`src/wdt_pkg.sv`:
```
package wdt_pkg;
  // byte addresses of the register words
  localparam logic [7:0] csr_addr   = 8'h00;  // control and status
  localparam logic [7:0] count_addr = 8'h04;  // counter view and reload
  localparam logic [7:0] cfg_addr   = 8'h08;  // run and reset select
  // control and status field positions
  localparam int flag_bit      = 7;
  localparam int mode_guard    = 6;
  localparam int mode_bit      = 5;
  localparam int irq_guard     = 4;
  localparam int irq_en_bit    = 3;
  // configuration field positions
  localparam int run_bit       = 0;
  localparam int rst_sel_bit   = 1;
  // reset values and the counter top value
  localparam logic [7:0] count_rst  = 8'h00;
  localparam logic [7:0] count_max  = 8'hff;
  localparam logic [1:0] cfg_rst    = 2'h0;
  // count clock divider: one tick every div_cycles pclk cycles
  localparam logic [3:0] div_cycles = 4'h4;
  localparam logic [3:0] div_last   = div_cycles - 4'h1;

  // control bits held in the control and status register
  typedef struct packed {
    logic wrap_flag;          // counter wrapped
    logic timer_mode_select;  // 0 watchdog, 1 interval
    logic wrap_irq_enable;    // interval interrupt enable
  } csr_t;
  localparam csr_t csr_rst = '{wrap_flag: 1'b0, timer_mode_select: 1'b0, wrap_irq_enable: 1'b0};
endpackage

```
`src/wd_count8.sv`:
```
`timescale 1ns/1ps
// 8-bit up counter with reload and a wrap pulse
module wd_count8 (
  input  wire logic       pclk,
  input  wire logic       presetn,
  input  wire logic       tick,       // count clock enable
  input  wire logic       load,       // software reload
  input  wire logic [7:0] load_val,   // reload value
  output logic      [7:0] count,      // current count
  output logic            wrap        // ff to 00 this cycle
);
  logic [7:0] count_q;  // counter state
  logic [7:0] count_d;  // next count

  // wrap only when a tick meets the top value; a reload takes priority
  assign wrap    = tick && !load && (count_q == wdt_pkg::count_max);
  assign count_d = load ? load_val : (tick ? count_q + 8'h01 : count_q);
  assign count   = count_q;

  // counter register
  always_ff @(posedge pclk or negedge presetn) begin
    if (!presetn) begin
      count_q <= wdt_pkg::count_rst;
    end else begin
      count_q <= count_d;
    end
  end
endmodule // wd_count8

```
`src/watchdog_control_status.sv`:
```
`timescale 1ns/1ps
// Summary of operation
// - counter wrap sets the flag bit 7
// - watchdog reset clears flag after it sets
// - flag clears by read-one then write-zero
// - mode bit written only when guard 0
// - guard bits 6 and 4 read one
// - irq enable written only when guard 0
// - mode 0 watchdog, 1 interval, reset 0
// - interval interrupt only when enable set
module watchdog_control_status (
  input  wire logic        pclk,
  input  wire logic        presetn,
  input  wire logic        psel,
  input  wire logic        penable,
  input  wire logic        pwrite,
  input  wire logic [7:0]  paddr,
  input  wire logic [31:0] pwdata,
  output logic      [31:0] prdata,
  output logic             pready,
  output logic             pslverr,
  output logic             wrap_irq,      // interval interrupt request, level
  output logic             reset_req      // internal reset request, one-cycle pulse
);
  wdt_pkg::csr_t csr_q;        // flag, mode, enable
  wdt_pkg::csr_t csr_d;        // next value
  logic [1:0]    cfg_q;        // run and reset select
  logic          armed_q;      // flag read as one, clear allowed
  logic          armed_d;
  logic          rst_q;        // internal reset request
  logic [31:0]   prdata_q;     // read data captured in setup
  logic          pslverr_q;    // unmapped address seen in setup
  logic [3:0]    div_q;        // count clock divider
  logic          tick;         // one-cycle count enable
  logic [7:0]    count;        // counter value
  logic          wrap;         // counter wrap pulse

  // bus decode
  wire setup     = psel && !penable;
  wire access    = psel && penable;
  wire hit_csr   = (paddr == wdt_pkg::csr_addr);
  wire hit_cnt   = (paddr == wdt_pkg::count_addr);
  wire hit_cfg   = (paddr == wdt_pkg::cfg_addr);
  wire mapped    = hit_csr || hit_cnt || hit_cfg;
  wire wr_csr    = access && pwrite && hit_csr;
  wire rd_csr    = access && !pwrite && hit_csr;
  wire wr_cnt    = access && pwrite && hit_cnt;
  wire wr_cfg    = access && pwrite && hit_cfg;
  // a write of zero clears the flag only after an armed read
  wire flag_clr  = wr_csr && armed_q && !pwdata[wdt_pkg::flag_bit];
  // internal reset only in watchdog mode with reset selected
  wire rst_cause = wrap && !csr_q.timer_mode_select
                   && cfg_q[wdt_pkg::rst_sel_bit];

  // read image: guard bits always one, low bits zero
  wire [7:0] csr_img = {csr_q.wrap_flag, 1'b1, csr_q.timer_mode_select, 1'b1,
                        csr_q.wrap_irq_enable, 3'h0};
  wire [31:0] rd_mux = hit_csr ? {24'h0, csr_img} :
                       hit_cnt ? {24'h0, count} :
                       hit_cfg ? {30'h0, cfg_q} : 32'h0;

  // one wait-free access phase; answer data already registered
  assign pready    = 1'b1;
  assign prdata    = prdata_q;
  assign pslverr   = pslverr_q && access;
  assign reset_req = rst_q;
  // interrupt only in interval mode with enable set
  assign wrap_irq  = csr_q.timer_mode_select && csr_q.wrap_irq_enable
                     && csr_q.wrap_flag;

  // next control and status value
  always_comb begin
    csr_d = csr_q;
    // guarded fields; partial bit writes would corrupt guards
    if (wr_csr && !pwdata[wdt_pkg::mode_guard]) begin
      csr_d.timer_mode_select = pwdata[wdt_pkg::mode_bit];
    end
    if (wr_csr && !pwdata[wdt_pkg::irq_guard]) begin
      csr_d.wrap_irq_enable = pwdata[wdt_pkg::irq_en_bit];
    end
    // clears first so that a wrap in the same cycle wins
    if (flag_clr || rst_q) begin
      csr_d.wrap_flag = 1'b0;
    end
    if (wrap) begin
      csr_d.wrap_flag = 1'b1;
    end
    armed_d = armed_q;
    if (wr_csr || !csr_q.wrap_flag) begin
      armed_d = 1'b0;  // any control and status write ends the read-then-write pair
    end
    // arm only when the word handed back showed the flag set; a wrap landing
    // between setup and access must not arm a clear for an unseen flag
    if (rd_csr && csr_q.wrap_flag && prdata_q[wdt_pkg::flag_bit]) begin
      armed_d = 1'b1;
    end
  end

  // register state
  always_ff @(posedge pclk or negedge presetn) begin
    if (!presetn) begin
      csr_q   <= wdt_pkg::csr_rst;
      armed_q <= 1'b0;
      rst_q   <= 1'b0;
    end else begin
      csr_q   <= csr_d;
      armed_q <= armed_d;
      rst_q   <= rst_cause;
    end
  end

  // configuration register
  always_ff @(posedge pclk or negedge presetn) begin
    if (!presetn) begin
      cfg_q <= wdt_pkg::cfg_rst;
    end else if (wr_cfg) begin
      cfg_q <= pwdata[1:0];
    end
  end

  // read data and error captured during setup
  always_ff @(posedge pclk or negedge presetn) begin
    if (!presetn) begin
      prdata_q  <= 32'h0;
      pslverr_q <= 1'b0;
    end else if (setup) begin
      prdata_q  <= pwrite ? 32'h0 : rd_mux;
      pslverr_q <= !mapped;
    end
  end

  // count clock divider, runs only while enabled
  assign tick = cfg_q[wdt_pkg::run_bit] && (div_q == wdt_pkg::div_last);
  always_ff @(posedge pclk or negedge presetn) begin
    if (!presetn) begin
      div_q <= 4'h0;
    end else if (!cfg_q[wdt_pkg::run_bit] || tick) begin
      div_q <= 4'h0;
    end else begin
      div_q <= div_q + 4'h1;
    end
  end

  // the counter itself
  wd_count8 u_count (
    .pclk     (pclk),
    .presetn  (presetn),
    .tick     (tick),
    .load     (wr_cnt),
    .load_val (pwdata[7:0]),
    .count    (count),
    .wrap     (wrap)
  );
endmodule // watchdog_control_status

```
`config.mk`:
```
export PLATFORM = sky130hd
export DESIGN_NAME = watchdog_control_status
export DESIGN_NICKNAME = d
export VERILOG_FILES = /design/src/wdt_pkg.sv /design/src/wd_count8.sv /design/src/watchdog_control_status.sv
export SDC_FILE = /design/constraint.sdc
export NUM_CORES = 1
export LEC_CHECK = 0
export BUFFER_PORTS_ARGS = -buffer_cell sky130_fd_sc_hd__buf_2
export CORE_ASPECT_RATIO = 0.7
export CORE_MARGIN = 5
export CORE_UTILIZATION = 40
export CTS_CLUSTER_DIAMETER = 60
export DETAILED_ROUTE_END_ITERATION = 8
export PLACE_DENSITY = 0.71
export SLEW_MARGIN = 0
export SYNTH_ARGS = -nofsm -noshare
export SYNTH_HDL_FRONTEND = slang
export SYNTH_SLANG_ARGS = --single-unit
```
`constraint.sdc`:
```
create_clock -name pclk -period 2 [get_ports pclk]
set_input_delay 0.4 -clock pclk [delete_from_list [all_inputs] [get_ports pclk]]
set_output_delay 0.4 -clock pclk [all_outputs]
set_load 0.1 [all_outputs]
```
# After elaboration in Yosys (flattened, before gate mapping)
# Index checks and enable logic that the tools add are counted.
# word_totals
ramBits	0
latchBits	0
rom_bits	0
register_bits	52
word_cells	68
output_inout_bits	36
memories	0
inputBits	45
# classes
order_cmp	0
n_bitwise	0
n_mul	0
n_shift	0
n_reduce_logical	41
n_eq_ne	4
n_addsub	2
n_mux	11
div	0
# op_table
cell	count
8-bit two-way mux	5
1-bit logical AND	22
1-bit zero test	10
8-bit by 1-bit adder with 8-bit output (second input constant)	1
8-bit by 3-bit == test with 1-bit output (second input constant)	1
8-bit by 4-bit == test with 1-bit output (second input constant)	1
8-bit == test (second input constant)	1
8-bit zero test	1
2-bit nonzero test	3
1-bit logical OR	5
4-bit by 1-bit adder with 4-bit output (second input constant)	1
4-bit by 2-bit == test with 1-bit output (second input constant)	1
1-bit two-way mux	4
4-bit two-way mux	1
2-bit two-way mux	1

# Longest topological paths before layout
# logic_depth
ltp_word	8
ltp_mapped	6
mapped_depth_nobuf	5

# Modules after synthesis
# Synthesis repeated with hierarchy kept, for this count alone.
# hier_totals
cells_unflattened	174
hier_area_um2	1650.3
# modules_own_cells
module	cells_each	seq_area_each_um2	n_inst	area_per_inst_um2
watchdog_control_status	123	500.5	1	1184.9
wd_count8	51	200.2	1	465.4

# Worst setup path after synthesis
# Ideal clock, no wire load.
# synth_path
path_kind	input to output
start	input psel
end	output pslverr
arrival_ns	1.746
path_slack_ns	-0.146
cell_stages	2
path_buffers	0
required_time_ns	1.600
path_cell_list	nand2_1 -> nor2_1
# synth_between
elab_chain_len	2
# synth_rtl
item	line	source
start: declaration	watchdog_control_status.sv:14	input wire logic psel,
1-bit logical AND	watchdog_control_status.sv:40	wire access = psel && penable;
1-bit logical AND	watchdog_control_status.sv:65	assign pslverr = pslverr_q && access;
end: declaration	watchdog_control_status.sv:21	output logic pslverr,
# Every way passes these cells.

# Worst setup path in the final report
# layout_path
start	input paddr[1]
end	register cfg_q[0]
# layout_between
elab_chain_len	2
# layout_rtl
item	line	source
start: declaration	watchdog_control_status.sv:17	input wire logic [7:0] paddr,
8-bit by 4-bit == test with 1-bit output	watchdog_control_status.sv:43	wire hit_cfg = (paddr == wdt_pkg::cfg_addr);
1-bit logical AND	watchdog_control_status.sv:48	wire wr_cfg = access && pwrite && hit_cfg;
end signal: assignment	watchdog_control_status.sv:115	cfg_q <= wdt_pkg::cfg_rst;
end signal: assignment	watchdog_control_status.sv:117	cfg_q <= pwdata[1:0];
end: declaration	watchdog_control_status.sv:27	logic [1:0] cfg_q;
# Every way passes these cells.
# A chain may end at the register's enable or synchronous reset.

==> metrics.md <==
| Metric | Value |
|---|---|
| Via density | `4.87` |
| Buffers on Ports | `31` |
| Seq/Total Area, Yosys | `42.6%` |
| ANT nets after route | `0` |
| Critical Path RT | `2.16 ns` |
| Area of the mapped netlist | `1640 sq um` |
| Post-Layout Cell Count | `253` |
| Clk sinks | `28` |
| R2R cell count | `5` |
| Largest net degree at the start of global routing | `29` |
| ANT cells | `0` |
| Num CTS Buffers | `3` |
| Slew margin rel. | `58.0%` |
| Post-CTS Setup Inserts | `0` |
| Number of global-route vias before repair | `1159` |
| Post-cts gate resize count | `0` |
| Worst path arrival time | `1.89 ns` |
| Leak | `0.000894 uW` |
| WL final | `3500 um` |
| Initial drt markers | `51` |
| Layout area overhead | `10.7%` |
| Critical path's slowest cell | `or4_4` |
| First-pass GRT wire length | `5710 um` |
| Clock buffer depth | `2` |
| DR vias | `1232` |
| GRT Overall Usage | `13.1%` |
| Cell Chain, Critical Path | `buf_2 -> or4_4 -> nor3_4 -> and3_1 -> mux2_1` |
| FF-to-FF End | `reset_req` |
| Worst setup EP type | `flop` |
| Root Driver | `clkbuf_8` |
| Initial Util | `41.7%` |
| Die area | `5510 sq um` |
| Synthesized instance count | `170` |
| Synth cell types | `44` |
| Status | `completed` |
| Setup TNS | `0 ns` |
| Die height | `63.6 um` |
| Clock Latency Late Sink | `0.28 ns` |
| Startpoint types | `input port` |
| Share of cells above drive strength 1 | `23.9%` |
| Nets@finish | `249` |
| Final hold vios | `0` |
| Slew of the pin with the lowest slew margin | `0.630 ns` |
| R2R setup slack | `0.32 ns` |
| Yosys warns | `0` |
| Core Region | `3950 sq um` |
| DP Wirelength | `2800 um` |
| Slew Limit Fails | `0` |
| Register bit total from synthesis | `28` |
| CTS H-tree depth | `1` |
| Critical path class | `in2reg` |
| Highest net fanout along the worst path | `4` |
| Final setup skew | `0.0118 ns` |
| RSZ-0062 raised after global routing | `no` |
| Syn avg cell area | `9.67 sq um` |
| Worst VDD drop | `0.243 mV` |
| Placed Cells | `249` |
| Period utilisation layout | `86.7%` |
| Hold Crit Class | `in2async` |
| Clk pin slew, worst setup/hold paths | `0.10 ns` |
| Initial antenna violation count | `0` |
| I/O pin count | `81` |
| Max Clock Freq | `577 MHz` |
| Crit path largest cell delay | `0.55 ns` |
| Num rows | `19` |
| GPL Wtd Cong | `0.771` |
| Critical R2R Launch | `div_q[0]` |
| DRT Pass-1 Iters | `4` |
| Number of fill cells | `407` |
| Final setup viols | `0` |
| Crit path time final | `1.73 ns` |
| Pwr dens | `669 nW/um^2` |
| Number of hold buffers added after cts | `0` |
| Die Wd | `86.6 um` |
| Max Cap Viol | `0` |
| CTS tree | `done` |
| Residual DRC count | `0` |
| WL per Instance | `13.8 um` |
| GR Overflow Total | `0` |
-- stage by stage --
| stage | total power (uW) | worst slack (ns) | hold WS (ns) | area [sq um] | util (%) |
|---|---|---|---|---|---|
| 2_1_floorplan | 870 | 0.227 | 0.104 | 1730 | - |
| 3_3_place_gp | 879 | -0.0103 | 0.449 | 1770 | 44.7 |
| 3_5_place_dp | 880 | -0.0219 | 0.453 | 1770 | 44.7 |
| 4_1_cts | 1230 | 0.271 | 0.150 | 1820 | 46.1 |
| 5_1_grt | 1270 | 0.177 | 0.175 | 1820 | 46.1 |
| 6_report | 1220 | 0.267 | 0.127 | 1820 | 46.1 |
-- kinds of logic (layout without fill, tap and decap cells) --
family	Yosys count	after routing	share of synthesized area [%]
adders and majority gates	2	2	1.52
AOI/OAI and AO/OA	24	24	9.13
muxes	8	8	5.17
other	2	25	0.457
DFF	28	28	42.6
buffers and inverters	31	39	12.8
xor gates and xnor gates	8	8	4.26
and+or+nand+nor	67	67	24.0
-- state kept, by name, summed over array words and instances, names as in the netlist --
register       cells
armed_q            1
cfg_q              2
csr_img            3
div_q              4
prdata             8
pslverr_q          1
reset_req          1
u_count.count      8
-- final cells by class --
cell class                 instances  area [sq um]  share of cell area (%)
clock buffer                       4          55.1                    3.02
inverter                           2          7.51                   0.412
multi-input combinational        134           822                    45.2
sequential                        28           701                    38.5
tap                               52          65.1                    3.57
timing repair buffer              33           170                    9.35
-- report_power, final --
part | switching [uW] | total [uW] | leakage, uW | internal (uW)
Combinational | 264 | 294 | 0.000526 | 30.3
Clock | 172 | 348 | 0.0000288 | 176
Sequential | 5.22 | 575 | 0.000339 | 570
-- worst max path at each step --
stage | to | startpoint | cells past startpoint
floorplan | cfg_q[0] | paddr[1] | 4
global placement | cfg_q[1] | paddr[1] | 5
detailed placement | cfg_q[0] | paddr[1] | 5
CTS | cfg_q[0] | paddr[1] | 5
global route | reset_req | div_q[0] | 5
finish | cfg_q[0] | paddr[1] | 5
-- layer usage --
| metal | GRT usage, % | vias up | part of all wire, % |
|---|---|---|---|
| met3 | 4.04 | 2 | 8.1 |
| met5 | 0 | - | 0 |
| li1 | - | 610 | - |
| met1 | 19.2 | 576 | 48 |
| met4 | 2.33 | 0 | 0.54 |
| met2 | 19.0 | 44 | 44 |
-- critical path: cells and delay by family --
family,cells,cell delay [ns]
simple gates,3,1.05
mux,1,0.33
buf+inv,1,0.11
-- synth_stat cells, drive strengths merged --
cell / instances / area, sq um
dfrtp: 28 / 701
buf: 25 / 188
nand2: 14 / 52.6
nor2: 12 / 45.0
a21oi: 9 / 45.0
nor4: 6 / 43.8
nor3: 5 / 36.3
o21ai: 5 / 25.0
xnor2: 5 / 43.8
and3: 4 / 25.0
clkbuf: 4 / 15.0
mux2: 4 / 45.0
mux2i: 4 / 40.0
nand3: 4 / 20.0
nand4: 4 / 25.0
nor2b: 4 / 25.0
xor2: 3 / 26.3
a211oi: 2 / 15.0
conb: 2 / 7.51
ha: 2 / 25.0
inv: 2 / 7.51
nand2b: 2 / 12.5
or4: 2 / 22.5
a211o: 1 / 8.76
a21boi: 1 / 7.51
a21o: 1 / 7.51
a22o: 1 / 8.76
a22oi: 1 / 7.51
a31o: 1 / 8.76
a31oi: 1 / 6.26
a32o: 1 / 10.0
and2: 1 / 6.26
and4b: 1 / 10.0
and4bb: 1 / 12.5
nand3b: 1 / 7.51
nand4b: 1 / 8.76
nand4bb: 1 / 11.3
nor3b: 1 / 7.51
nor4b: 1 / 8.76
or2: 1 / 6.26
or3b: 1 / 8.76
-- cell usage in the layout (no fill, tap or decap), drive strengths merged, types with 2 or more instances in the layout --
| master | synthesis | layout |
|---|---|---|
| xor2 | 3 | 3 |
| buf | 25 | 33 |
| conb | 2 | 25 |
| clkbuf | 4 | 4 |
| mux2i | 4 | 4 |
| xnor2 | 5 | 5 |
| o21ai | 5 | 5 |
| nor4 | 6 | 6 |
| and3 | 4 | 4 |
| nand4 | 4 | 4 |
| inv | 2 | 2 |
| nand2b | 2 | 2 |
| ha | 2 | 2 |
| nand3 | 4 | 4 |
| nor2b | 4 | 4 |
| or4 | 2 | 2 |
| nand2 | 14 | 14 |
| nor2 | 12 | 12 |
| a211oi | 2 | 2 |
| nor3 | 5 | 5 |
| mux2 | 4 | 4 |
| a21oi | 9 | 9 |
| dfrtp | 28 | 28 |
No activity file was read; power rests on OpenSTA's default activity.
